## config.mk

```make
export PLATFORM = sky130hd
export DESIGN_NAME = field_status_security_logic
export DESIGN_NICKNAME = d
export VERILOG_FILES = /design/src/hdl/field_status_pkg.sv /design/src/hdl/field_status_security_logic.sv
export SDC_FILE = /design/constraint.sdc
export NUM_CORES = 1
export LEC_CHECK = 0
export BUFFER_PORTS_ARGS = -buffer_cell sky130_fd_sc_hd__buf_2
export CAP_MARGIN = 20
export CORE_ASPECT_RATIO = 0.5
export CORE_MARGIN = 4
export CORE_UTILIZATION = 60
export DETAILED_ROUTE_END_ITERATION = 8
export MAX_ROUTING_LAYER = met4
export PLACE_DENSITY_LB_ADDON = 0.1
export SYNTH_ARGS = -nofsm -noshare
export SYNTH_HDL_FRONTEND = slang
export SYNTH_SLANG_ARGS = --single-unit
```

## constraint.sdc

```tcl
create_clock -name clock_i -period 5.1 [get_ports clock_i]
set_clock_uncertainty 0.2 [all_clocks]
set_input_delay 0.765 -clock clock_i [delete_from_list [all_inputs] [get_ports clock_i]]
set_output_delay 0.765 -clock clock_i [all_outputs]
set_load 0.005 [all_outputs]
```

## src/hdl/field_status_pkg.sv

```systemverilog
package field_status_pkg;

  // ---------------------------------------------------------------
  // register byte addresses
  // ---------------------------------------------------------------
  localparam logic [11:0] ADDR_METER_FLAGS  = 12'h000;
  localparam logic [11:0] ADDR_ADD_STATUS_LO = 12'h004;
  localparam logic [11:0] ADDR_ADD_STATUS_HI = 12'h008;
  localparam logic [11:0] ADDR_SUMMARY       = 12'h00C;
  localparam logic [11:0] ADDR_SECURITY      = 12'h010;
  localparam logic [11:0] ADDR_CONTROL       = 12'h014;
  localparam logic [11:0] ADDR_POLL          = 12'h018;
  localparam logic [11:0] ADDR_WRITE_REQ     = 12'h01C;
  localparam logic [11:0] ADDR_ACTION        = 12'h020;
  localparam logic [11:0] ADDR_LOGIN         = 12'h024;
  localparam logic [11:0] ADDR_RESULT        = 12'h028;
  localparam logic [11:0] ADDR_LOOP          = 12'h02C;

  // ---------------------------------------------------------------
  // field positions and values
  // ---------------------------------------------------------------
  localparam int ADD_STATUS_BYTES = 8;
  localparam int SUM_PV_RANGE     = 0;
  localparam int SUM_FIXED        = 3;
  localparam int SUM_MORE_STATUS  = 4;
  localparam int SUM_MALFUNCTION  = 7;
  localparam int SEC_SECURED      = 0;
  localparam int SEC_LOCAL_BASE   = 1;
  localparam int SEC_REMOTE_BASE  = 8;
  localparam int CTL_SECURED      = 0;
  localparam int CTL_LOCAL_MENU   = 1;
  localparam int CTL_LINK_FAIL    = 2;
  localparam int CTL_ALARM_HIGH   = 3;
  localparam int CTL_LEVEL_LSB    = 4;
  localparam int CTL_MISMATCH     = 7;
  localparam int CTL_CLR_MISMATCH = 8;
  localparam logic [7:0] ACT_SAVE_TOTALS = 8'h06;
  localparam logic [7:0] ACT_CLEAR_FIRST = 8'h07;
  localparam logic [7:0] ACT_CLEAR_LAST  = 8'h0D;
  localparam logic [7:0] ACT_CLEAR_PWR   = 8'h15;
  localparam logic [7:0] ACT_RESET       = 8'h17;
  localparam logic [7:0] ACT_BATCH       = 8'h1B;
  localparam logic [7:0] ACT_LOGOFF      = 8'h1C;
  localparam logic [7:0] POLL_RESET      = 8'h00;
  // loop current codes in microamps
  localparam logic [15:0] LOOP_FIXED_UA  = 16'h0FA0;
  localparam logic [15:0] LOOP_ALARM_LO  = 16'h0E10;
  localparam logic [15:0] LOOP_ALARM_HI  = 16'h55F0;
  localparam logic [31:0] APB_ERR_DATA   = 32'h0000_0000;

  // ---------------------------------------------------------------
  // timing
  // ---------------------------------------------------------------
  localparam longint CLOCK_HZ      = 25_000_000;
  localparam longint LOGIN_TIME_S  = 300;
  localparam longint LOGIN_CYCLES  = LOGIN_TIME_S * CLOCK_HZ;

  typedef enum logic [2:0] {
    LVL_NONE    = 3'h0,
    LVL_USER    = 3'h1,
    LVL_SERVICE = 3'h2,
    LVL_ADMIN   = 3'h3,
    LVL_FACTORY = 3'h4
  } access_level_e;

  typedef struct packed {
    logic [7:0] byte1;
    logic [7:0] byte0;
  } meter_flags_s;

endpackage : field_status_pkg

```

## src/hdl/field_status_security_logic.sv

```systemverilog
`timescale 1ns/1ns
// Notes on behaviour
// additional status reply is eight bytes
// undefined additional status bits read zero
// error flags raise summary bits 4, 7
// warnings raise bit 4; full-scale also 0
// link failure sets byte 4 bit 0
// configuration mismatch sets byte 4 bit 1
// expired-login write refused, raises mismatch
// reads are always accepted
// secured writes need sufficient remote level
// no remote writes during local menu use
// login ends five minutes after last write
// invalid pin ends login at once
// security word, bit 0 means secured
// bits 1..5 one-hot local menu level
// bits 8..12 one-hot remote level
// fixed mode holds loop at 4 mA
// summary bit 3 set while output fixed
// fixed mode iff poll address non-zero
// poll address writes need no login
// alarm setting ignored in multi-drop
// actions 6 and 28 need no login
// clear actions need service when secured
// action 23 resets, needs service level when secured
// bit 4 more status, bit 7 malfunction
// summary bits are OR of their flags
module field_status_security_logic
  import field_status_pkg::*;
#(
  parameter longint LOGIN_LIMIT = LOGIN_CYCLES
) (
  // clock and reset
  input  wire logic        clock_i,
  input  wire logic        resetn_i,
  // apb slave
  input  wire logic        psel_i,
  input  wire logic        penable_i,
  input  wire logic        pwrite_i,
  input  wire logic [11:0] paddr_i,
  input  wire logic [31:0] pwdata_i,
  output logic      [31:0] prdata_o,
  output logic             pready_o,
  output logic             pslverr_o,
  // meter side
  output logic      [15:0] loop_current_o,
  output logic             param_write_o,
  output logic      [7:0]  action_pulse_o,
  output logic             remote_reset_o
);

  // ---------------------------------------------------------------
  // software-facing state
  // ---------------------------------------------------------------
  meter_flags_s          flags_q;
  logic [8:0]            ctl_q;
  logic [7:0]            poll_q;
  access_level_e         remote_q;
  logic                  mismatch_q;
  logic [15:0]           setpoint_q;
  logic [63:0]           add_status;
  logic [7:0]            summary;
  logic [15:0]           sec_word;
  logic [31:0]           result_q;
  // 33 bits: five minutes of 25 MHz cycles overflows 32
  logic [32:0]           login_cnt_q;
  logic                  fixed_mode;
  logic                  secured;

  logic wr_en;
  logic acc;
  assign acc   = psel_i & penable_i;
  assign wr_en = acc & pwrite_i;

  assign secured    = ctl_q[CTL_SECURED];
  // fixed mode decode
  assign fixed_mode = (poll_q != POLL_RESET);

  function automatic logic [4:0] one_hot(input logic [2:0] lvl);
    one_hot = 5'h01 << lvl;
  endfunction : one_hot

  function automatic logic level_ok(input logic [2:0] have,
                                    input logic [2:0] need);
    level_ok = (have >= need);
  endfunction : level_ok

  // ---------------------------------------------------------------
  // additional status image
  // ---------------------------------------------------------------
  always_comb begin
    add_status = 64'h0;
    // only defined bits are mapped
    add_status[7:0] = flags_q.byte0;
    add_status[8]   = flags_q.byte1[0];
    // internal link failure
    add_status[32]  = ctl_q[CTL_LINK_FAIL];
    // configuration mismatch
    add_status[33]  = mismatch_q;
  end

  // ---------------------------------------------------------------
  // summary device status
  // ---------------------------------------------------------------
  always_comb begin
    summary = 8'h00;
    // each bit is an OR of its contributors
    // error-class flags
    summary[SUM_MALFUNCTION] = add_status[0] | add_status[1] |
                               add_status[3] | add_status[7] |
                               add_status[8] | add_status[32];
    // warning flags
    // more status is any defined flag
    summary[SUM_MORE_STATUS] = (|add_status[7:0]) | add_status[8] |
                               add_status[32] | add_status[33];
    summary[SUM_PV_RANGE]    = add_status[2];
    // output fixed flag
    summary[SUM_FIXED]       = fixed_mode;
  end

  // ---------------------------------------------------------------
  // security word
  // ---------------------------------------------------------------
  always_comb begin
    sec_word = 16'h0000;
    // secured flag, undefined bits zero
    sec_word[SEC_SECURED] = secured;
    // local menu level one-hot
    sec_word[SEC_LOCAL_BASE +: 5]  = one_hot(ctl_q[CTL_LEVEL_LSB +: 3]);
    // remote level one-hot
    sec_word[SEC_REMOTE_BASE +: 5] = one_hot(remote_q);
  end

  // ---------------------------------------------------------------
  // write request decisions
  // ---------------------------------------------------------------
  // param write: pwdata[2:0] required level
  logic       param_req;
  logic       param_ok;
  logic       act_req;
  logic [7:0] act_code;
  logic       act_ok;
  logic       act_service;
  logic       login_req;

  assign param_req = wr_en & (paddr_i == ADDR_WRITE_REQ);
  assign act_req   = wr_en & (paddr_i == ADDR_ACTION);
  assign login_req = wr_en & (paddr_i == ADDR_LOGIN);
  assign act_code  = pwdata_i[7:0];

  // secured writes need level
  // local menu blocks all parameter writes
  assign param_ok = ~ctl_q[CTL_LOCAL_MENU] &
                    (~secured | level_ok(remote_q, pwdata_i[2:0]));

  // clear and reset-count codes
  // remote reset code
  assign act_service = ((act_code >= ACT_CLEAR_FIRST) &&
                        (act_code <= ACT_CLEAR_LAST)) ||
                       (act_code == ACT_CLEAR_PWR) ||
                       (act_code == ACT_BATCH) ||
                       (act_code == ACT_RESET);
  // save and logoff need no login
  assign act_ok = ~ctl_q[CTL_LOCAL_MENU] &
                  ((act_code == ACT_SAVE_TOTALS) ||
                   (act_code == ACT_LOGOFF) ||
                   (act_service &
                    (~secured | level_ok(remote_q, LVL_SERVICE))));

  // ---------------------------------------------------------------
  // control and meter flags
  // ---------------------------------------------------------------
  always_ff @(posedge clock_i or negedge resetn_i) begin
    if (!resetn_i) begin
      ctl_q      <= 9'h000;
      flags_q    <= '0;
    end else if (wr_en && paddr_i == ADDR_CONTROL) begin
      ctl_q <= pwdata_i[8:0];
    end else if (wr_en && paddr_i == ADDR_METER_FLAGS) begin
      flags_q <= pwdata_i[15:0];
    end
  end

  // poll address written with no login check
  always_ff @(posedge clock_i or negedge resetn_i) begin
    if (!resetn_i) begin
      poll_q <= POLL_RESET;
    end else if (wr_en && paddr_i == ADDR_POLL) begin
      poll_q <= pwdata_i[7:0];
    end
  end

  // ---------------------------------------------------------------
  // remote login and timeout
  // ---------------------------------------------------------------
  logic login_expire;
  assign login_expire = (login_cnt_q == 33'h0) & (remote_q != LVL_NONE);

  always_ff @(posedge clock_i or negedge resetn_i) begin
    if (!resetn_i) begin
      remote_q    <= LVL_NONE;
      login_cnt_q <= 33'h0;
    end else if (login_req) begin
      // login: pwdata[31] pin valid, [2:0] granted level
      if (pwdata_i[31]) begin
        remote_q    <= access_level_e'(pwdata_i[2:0]);
        login_cnt_q <= LOGIN_LIMIT[32:0];
      end else begin
        // invalid pin logs off
        remote_q    <= LVL_NONE;
        login_cnt_q <= 33'h0;
      end
    end else if (act_req && act_ok && act_code == ACT_LOGOFF) begin
      remote_q    <= LVL_NONE;
      login_cnt_q <= 33'h0;
    end else if ((param_req && param_ok) || (act_req && act_ok)) begin
      // each accepted parameter write or action other than logoff restarts the timeout
      login_cnt_q <= LOGIN_LIMIT[32:0];
    end else if (login_expire) begin
      // session ends on timeout
      remote_q <= LVL_NONE;
    end else if (login_cnt_q != 33'h0) begin
      login_cnt_q <= login_cnt_q - 33'h1;
    end
  end

  // refused secured write raises mismatch; set wins over clear
  always_ff @(posedge clock_i or negedge resetn_i) begin
    if (!resetn_i) begin
      mismatch_q <= 1'b0;
    end else if (param_req && !param_ok && secured) begin
      mismatch_q <= 1'b1;
    end else if (wr_en && paddr_i == ADDR_CONTROL &&
                 pwdata_i[CTL_MISMATCH]) begin
      mismatch_q <= 1'b1;
    end else if (wr_en && paddr_i == ADDR_CONTROL &&
                 pwdata_i[CTL_CLR_MISMATCH]) begin
      mismatch_q <= 1'b0;
    end
  end

  // ---------------------------------------------------------------
  // meter strobes and result
  // ---------------------------------------------------------------
  always_ff @(posedge clock_i or negedge resetn_i) begin
    if (!resetn_i) begin
      param_write_o  <= 1'b0;
      action_pulse_o <= 8'h00;
      remote_reset_o <= 1'b0;
      result_q       <= 32'h0;
    end else begin
      param_write_o  <= param_req & param_ok;
      action_pulse_o <= (act_req && act_ok) ? act_code : 8'h00;
      // full reset strobe
      remote_reset_o <= act_req & act_ok & (act_code == ACT_RESET);
      if (param_req) begin
        result_q <= {31'h0, param_ok};
      end else if (act_req) begin
        result_q <= {31'h0, act_ok};
      end
    end
  end

  // ---------------------------------------------------------------
  // loop current
  // ---------------------------------------------------------------
  // setpoint kept apart so the loop returns to it once an alarm clears
  always_ff @(posedge clock_i or negedge resetn_i) begin
    if (!resetn_i) begin
      setpoint_q <= LOOP_FIXED_UA;
    end else if (wr_en && paddr_i == ADDR_LOOP) begin
      setpoint_q <= pwdata_i[15:0];
    end
  end

  always_ff @(posedge clock_i or negedge resetn_i) begin
    if (!resetn_i) begin
      loop_current_o <= LOOP_FIXED_UA;
    end else if (fixed_mode) begin
      // fixed at 4 mA
      // alarm ignored in multi-drop
      loop_current_o <= LOOP_FIXED_UA;
    end else if (|summary[SUM_MALFUNCTION]) begin
      loop_current_o <= ctl_q[CTL_ALARM_HIGH] ? LOOP_ALARM_HI
                                              : LOOP_ALARM_LO;
    end else begin
      loop_current_o <= setpoint_q;
    end
  end

  // ---------------------------------------------------------------
  // apb read path, one wait-free access
  // ---------------------------------------------------------------
  logic [31:0] rd_mux;
  logic        rd_hit;
  always_comb begin
    rd_hit = 1'b1;
    unique case (paddr_i)
      ADDR_METER_FLAGS:   rd_mux = {16'h0, flags_q};
      // eight-byte reply over two words
      ADDR_ADD_STATUS_LO: rd_mux = add_status[31:0];
      ADDR_ADD_STATUS_HI: rd_mux = add_status[63:32];
      ADDR_SUMMARY:       rd_mux = {24'h0, summary};
      ADDR_SECURITY:      rd_mux = {16'h0, sec_word};
      ADDR_CONTROL:       rd_mux = {22'h0, mismatch_q, ctl_q[8:0]};
      ADDR_POLL:          rd_mux = {24'h0, poll_q};
      ADDR_RESULT:        rd_mux = result_q;
      ADDR_LOOP:          rd_mux = {16'h0, loop_current_o};
      ADDR_WRITE_REQ,
      ADDR_ACTION,
      ADDR_LOGIN:         rd_mux = 32'h0;
      default: begin
        rd_mux = APB_ERR_DATA;
        rd_hit = 1'b0;
      end
    endcase
  end

  // R08 reads never gated by security
  always_ff @(posedge clock_i or negedge resetn_i) begin
    if (!resetn_i) begin
      prdata_o  <= 32'h0;
      pready_o  <= 1'b0;
      pslverr_o <= 1'b0;
    end else begin
      pready_o  <= psel_i & ~penable_i;
      pslverr_o <= psel_i & ~penable_i & ~rd_hit;
      prdata_o  <= (psel_i & ~pwrite_i) ? rd_mux : 32'h0;
    end
  end

  // ---------------------------------------------------------------
  // checks
  // ---------------------------------------------------------------
  error_sum_a: assert property (@(posedge clock_i) disable iff (!resetn_i)
    add_status[0] |-> summary[SUM_MALFUNCTION] & summary[SUM_MORE_STATUS])
    else $error("error flag missing summary");
  warn_sum_a: assert property (@(posedge clock_i) disable iff (!resetn_i)
    add_status[2] |-> summary[SUM_PV_RANGE] & summary[SUM_MORE_STATUS])
    else $error("full scale summary wrong");
  undef_zero_a: assert property (@(posedge clock_i) disable iff (!resetn_i)
    add_status[31:9] == 23'h0 && add_status[63:34] == 30'h0)
    else $error("undefined status bit set");
  fixed_loop_a: assert property (@(posedge clock_i) disable iff (!resetn_i)
    fixed_mode |=> loop_current_o == LOOP_FIXED_UA)
    else $error("loop not fixed");
  fixed_flag_a: assert property (@(posedge clock_i) disable iff (!resetn_i)
    summary[SUM_FIXED] == (poll_q != 8'h00))
    else $error("fixed flag wrong");
  menu_block_a: assert property (@(posedge clock_i) disable iff (!resetn_i)
    param_req && ctl_q[CTL_LOCAL_MENU] |=> !param_write_o)
    else $error("write during menu use");
  secure_lvl_a: assert property (@(posedge clock_i) disable iff (!resetn_i)
    param_req && secured && remote_q < pwdata_i[2:0] |=> !param_write_o)
    else $error("write below level");
  expired_mm_a: assert property (@(posedge clock_i) disable iff (!resetn_i)
    param_req && secured && remote_q == LVL_NONE && pwdata_i[2:0] != 3'h0
    |=> mismatch_q)
    else $error("mismatch not raised");
  bad_pin_a: assert property (@(posedge clock_i) disable iff (!resetn_i)
    login_req && !pwdata_i[31] |=> remote_q == LVL_NONE)
    else $error("invalid pin kept login");
  sec_onehot_a: assert property (@(posedge clock_i) disable iff (!resetn_i)
    $onehot(sec_word[12:8]) && $onehot(sec_word[5:1]))
    else $error("security level not one-hot");
  act_menu_a: assert property (@(posedge clock_i) disable iff (!resetn_i)
    act_req && ctl_q[CTL_LOCAL_MENU] |=> action_pulse_o == 8'h00)
    else $error("action during menu use");
  login_drop_a: assert property (@(posedge clock_i) disable iff (!resetn_i)
    login_expire && !wr_en |=> remote_q == LVL_NONE)
    else $error("login outlived timeout");
  reset_lvl_a: assert property (@(posedge clock_i) disable iff (!resetn_i)
    act_req && secured && remote_q < LVL_SERVICE |=> !remote_reset_o)
    else $error("reset below service level");

endmodule : field_status_security_logic

```

; Word-level counts from Yosys, hierarchy flattened
; Cells that the tools add are included.
[op_classes]
addsub = 1
multipliers = 0
n_div = 0
n_lt_le_gt_ge = 4
eq_ne = 18
n_shift = 2
mux = 23
bitwise = 31
reduce_logical = 33
[op_table]
columns = cell, count
row1 = 32-bit one-hot mux with 9 select lines, 1
row2 = 33-bit two-way mux, 6
row3 = 32-bit two-way mux, 3
row4 = 12-bit by 5-bit equality test with 1-bit output (second input constant), 4
row5 = 12-bit by 6-bit equality test with 1-bit output (second input constant), 4
row6 = 33-bit zero test, 1
row7 = 33-bit nonzero test, 1
row8 = 33-bit by 1-bit subtractor with 33-bit output (second input constant), 1
row9 = 8-bit by 5-bit equality test with 1-bit output (second input constant), 4
row10 = 16-bit two-way mux, 2
row11 = 12-bit by 4-bit equality test with 1-bit output (second input constant), 2
row12 = 1-bit bitwise AND, 15
row13 = 15-bit two-way mux, 1
row14 = 3-bit two-way mux, 5
row15 = 12-bit by 3-bit equality test with 1-bit output (second input constant), 1
row16 = 1-bit logical AND, 12
row17 = 12-bit zero test, 1
row18 = 12-bit OR reduction, 1
row19 = 1-bit bitwise OR, 10
row20 = 1-bit by 3-bit left shift with 5-bit output (first input constant), 2
row21 = 3-bit nonzero test, 3
row22 = 8-bit by 3-bit equality test with 1-bit output (second input constant), 1
row23 = 8-bit by 3-bit >= comparator with 1-bit output (second input constant), 1
row24 = 8-bit by 4-bit <= comparator with 1-bit output (second input constant), 1
row25 = 14 further kinds, 29
[word_totals]
regBits = 178
latch_bits = 0
ram_bits = 0
rom_bits = 0
wordCells = 128
n_memories = 0

; Longest topological paths before layout
[logic_depth]
depth_word = 13
mapped_depth = 9

; Least setup slack after synthesis
; No wires, ideal clock.
[synth_timing]
path_type = input to register
startpoint = in paddr_i[9]
endpoint = reg login_cnt_q[11]
arrival_time_ns = 2.933
t_required_ns = 4.827
path_slack_ns = 1.894
cell_stages = 8
path_buffers = 2
cell_sequence = or4_1 or4_1 buf_2 or4b_4 a21oi_4 nor2_4 buf_6 a21oi_2
[synth_via]
elab_chain_cells = 7
[synth_rtl]
columns = element, line
row1 = "start, declared", field_status_security_logic.sv:40  ; input wire logic [11:0] paddr_i,
row2 = 12-bit by 5-bit equality test with 1-bit output or 12-bit by 6-bit equality test with 1-bit output (tied branches), "field_status_security_logic.sv:146, field_status_security_logic.sv:147"
row3 = "1-bit bitwise AND, on equally long branches", "field_status_security_logic.sv:146, field_status_security_logic.sv:147"
row4 = "1-bit logical AND, on equally long branches", "field_status_security_logic.sv:216, field_status_security_logic.sv:213"
row5 = 1-bit logical OR, field_status_security_logic.sv:216  ; end else if ((param_req && param_ok) || (act_req && act_ok)) begin
row6 = 33-bit two-way mux, field_status_security_logic.sv:216
row7 = 33-bit two-way mux, field_status_security_logic.sv:213  ; end else if (act_req && act_ok && act_code == ACT_LOGOFF) begin
row8 = 33-bit two-way mux, field_status_security_logic.sv:203  ; end else if (login_req) begin
row9 = "end signal, assigned", field_status_security_logic.sv:207  ; login_cnt_q <= LOGIN_LIMIT[32:0];
row10 = "end signal, assigned", field_status_security_logic.sv:218  ; login_cnt_q <= LOGIN_LIMIT[32:0];
row11 = "end signal, assigned", field_status_security_logic.sv:223  ; login_cnt_q <= login_cnt_q - 33'h1;
row12 = "end, declared", field_status_security_logic.sv:66  ; logic [32:0] login_cnt_q;
; Parallel ways exist; a longest one is shown, timed or not.
; A chain may end at the register's enable or synchronous reset.

; Worst setup path in the final report
[layout_timing]
startpoint = in paddr_i[9]
endpoint = reg login_cnt_q[8]
; The elaborated chain is that of the path after synthesis.

==> results_dict.tcl <==
set metrics [dict create \
    drt_first_pass_iters 6 \
    cp_slowest_cell "or4_1" \
    cp_cell_sequence "buf_2, or4_1, or4_1, or3_4, nor2_1, buf_4, a21oi_1" \
    synth_top_area_share 0.483 \
    yosys.area_share.xor_xnor 0.0412 \
    vias 4685 \
    yosys_register_bits 131 \
    area_growth_pct 16.5 \
    critPathKind "in -> reg" \
    top_layer "met4" \
    clockBufferDepth 2 \
    critPathTopFamily "simple AND/OR/NAND/NOR gates" \
    r2r_setup_slack_ns 1.89 \
    irDropWorstVdd_mv 0.214 \
    crit_path_max_incr_delay_ns 0.64 \
    critPathLaunch "paddr_i[9]" \
    drc_errors 0 \
    wl_met2_um 7030 \
    insertedDiodeCount 0 \
    cts_made_buffers 17 \
    synth_compound_gate_area_share 0.113 \
    wire_per_inst_um 18.8 \
    synthSimpleGateAreaFrac 0.172 \
    dp_hpwl_um 9670 \
    portBuffers 77 \
    p_leak_nw 3.54 \
    critPathBufInv 2 \
    synth_common_cells "dfrtp_1, nor2_1, mux2_2" \
    cts-htree-levels 4 \
    die_y_um 79.7 \
    drv_cap 0 \
    avgSynthCellArea_um2 11.1 \
    crit_arrival_ns 3.41 \
    r2r_start "login_cnt_q[0]$_DFFE_PN0P_" \
    setup_viol 0 \
    period_share 0.654 \
    io_pins 109 \
    crit_top_cell "or4_1" \
    maxSlewHeadroom 0.339 \
    critPathRequiredTime_ns 5.18 \
    drtAntennaViolNets 0 \
    synth.most_common_cell "dfrtp_1" \
    reg2reg_depth 8 \
    grt_pass1_wl_um 24200 \
    worstSetupStartpointType "input pin" \
    core_area_um2 9730 \
    clk_latency_ns 0.42 \
    start_util 0.634 \
    p_comb_frac 0.140 \
    post_cts_buffers 0 \
    slew_violations 0 \
    synthMuxAreaShare 0.0870 \
    crit_fanout 9 \
    run_status "completed" \
    via_per_inst 5.99 \
    synth_top_family_by_area "simple AND/OR/NAND/NOR gates" \
    setup_slack_ns 1.76 \
    internal_power_mw 2.02 \
    synth_area_leader_cell "dfrtp_1" \
    fin_crit_ns 3.34 \
    rsz0062_at_grt "false" \
    yosys_warnings 0 \
    clock_sinks 131 \
    setup_tns_ns 0 \
    cts_root_buffer "clkbuf_16" \
    die-area_um2 12100 \
    seq_area_frac_synth 0.534 \
    grt_pass1_vias 4703 \
    synthArstFlopShare 1.00 \
    hold_buffers 0 \
    finalHoldViolCount 0 \
    synth_edf_count 0 \
    sw_frac_of_total 0.286 \
    nets 687 \
    syn_area_um2 6170 \
    routed_wl_um 14700 \
    power_density_nw_per_um2 394 \
    clkPwrFrac 0.409 \
    wl_met1_um 6500 \
    rows 25 \
    grt_max_degree 90 \
    synth_cells 556 \
    reg2reg_to "login_cnt_q[22]$_DFFE_PN0P_" \
    gr-total-overflow 0 \
    antenna_found_initial 0 \
    place_ws_ns 1.37 \
    clkSlewWorstSetupHoldPaths_ns 0.06 \
    tightest_slew_ns 0.984 \
    ys.flop_type "dfrtp_1" \
    crit_path_end_kind "register" \
    cts_tree "built" \
    postCtsResizedCells 0 \
    drive_gt1_frac 0.301 \
    die_w_um 151 \
    hold_path.class "in -> async" \
    dr_wl_met3_um 1030 \
    netlist-cell-type-count 61 \
    first_iter_violations 412 \
    gp_congestion 0.854 \
    p_sw_uw 809 \
    p_seq_frac 0.451 \
    synth_fa_ha_area_frac 0.00811 \
    grt_usage 0.271 \
    synth_area_leaders "dfrtp_1, mux2_2, dfstp_2, nor2_1, xor2_1" \
    max_freq_ghz 0.300 \
]
[cell type report]
| class | instances | area [um^2] |
|---|---|---|
| Clock buffer | 18 | 429 |
| Clock inverter | 14 | 130 |
| Fill cell | 691 | 2540 |
| Inverter | 9 | 33.8 |
| Multi-Input combinational cell | 390 | 2680 |
| Sequential cell | 131 | 3290 |
| Tap cell | 135 | 169 |
| Timing Repair Buffer | 85 | 453 |
[registers in the layout (all words and copies together), names as in the netlist, 7 cells and up]
register / count
login_cnt_q: 33
loop_current_o: 16
prdata_o: 16
setpoint_q: 16
add_status: 9
ctl_q: 9
action_pulse_o: 8
poll_q: 8
flags_q: 7
[stage by stage]
| step | instances | area [um^2] | hold slack (ns) | util | power (mW) |
|---|---|---|---|---|---|
| finish | 782 | 7190 | 0.228 | 0.739 | 2.83 |
| global route | 782 | 7190 | 0.293 | 0.739 | 2.97 |
| CTS | 780 | 7170 | 0.255 | 0.737 | 2.84 |
| detailed placement | 748 | 6620 | 0.248 | 0.680 | 1.69 |
| global placement | 748 | 6620 | 0.243 | 0.680 | 1.66 |
| floorplan | 574 | 6240 | 0.237 | - | 1.58 |
[per-layer routing]
layer / vias to the layer above / global-route usage
met3: 19 / 0.0573
li1: 2143 / -
met1: 2364 / 0.353
met2: 159 / 0.434
met5: - / -
met4: 0 / 0.0778
[how the worst max path moves through the flow]
stage	endpoint	slack, ns	depth (start not counted)
detailed placement	login_cnt_q[8]$_DFFE_PN0P_	1.37	7
finish	login_cnt_q[8]$_DFFE_PN0P_	1.76	7
CTS	login_cnt_q[8]$_DFFE_PN0P_	1.80	7
global route	login_cnt_q[20]$_DFFE_PN0P_	1.62	8
floorplan	login_cnt_q[11]$_DFFE_PN0P_	1.89	8
global placement	login_cnt_q[8]$_DFFE_PN0P_	1.36	7
[power by group through the flow]
stage / clock network (mW) / registers, mW / logic [mW]
2_1_floorplan: 0 / 1.27 / 0.312
3_3_place_gp: 0 / 1.28 / 0.379
3_5_place_dp: 0 / 1.29 / 0.394
4_1_cts: 1.17 / 1.28 / 0.397
5_1_grt: 1.22 / 1.29 / 0.454
6_report: 1.16 / 1.28 / 0.396
[cell families after synthesis]
| family | after synthesis |
|---|---|
| other cells | 1 |
| xor+xnor | 29 |
| buf+inv | 53 |
| simple gates | 191 |
| fa+ha+maj | 4 |
| compound gates | 99 |
| mux | 48 |
| flops | 131 |
[cells in the final DEF (no fill, tap or decap), types with 10 or more instances in the layout]
master,count
nor4_1,18
nand2_1,28
nand3_1,10
clkbuf_16,17
buf_2,76
nor3_1,21
conb_1,19
xnor2_1,11
a21oi_1,23
nor2_1,46
dfstp_2,12
o21ai_0,22
dfrtp_1,119
mux2_2,45
and3_1,10
xor2_1,18
Power figures use the tool's default switching activity.
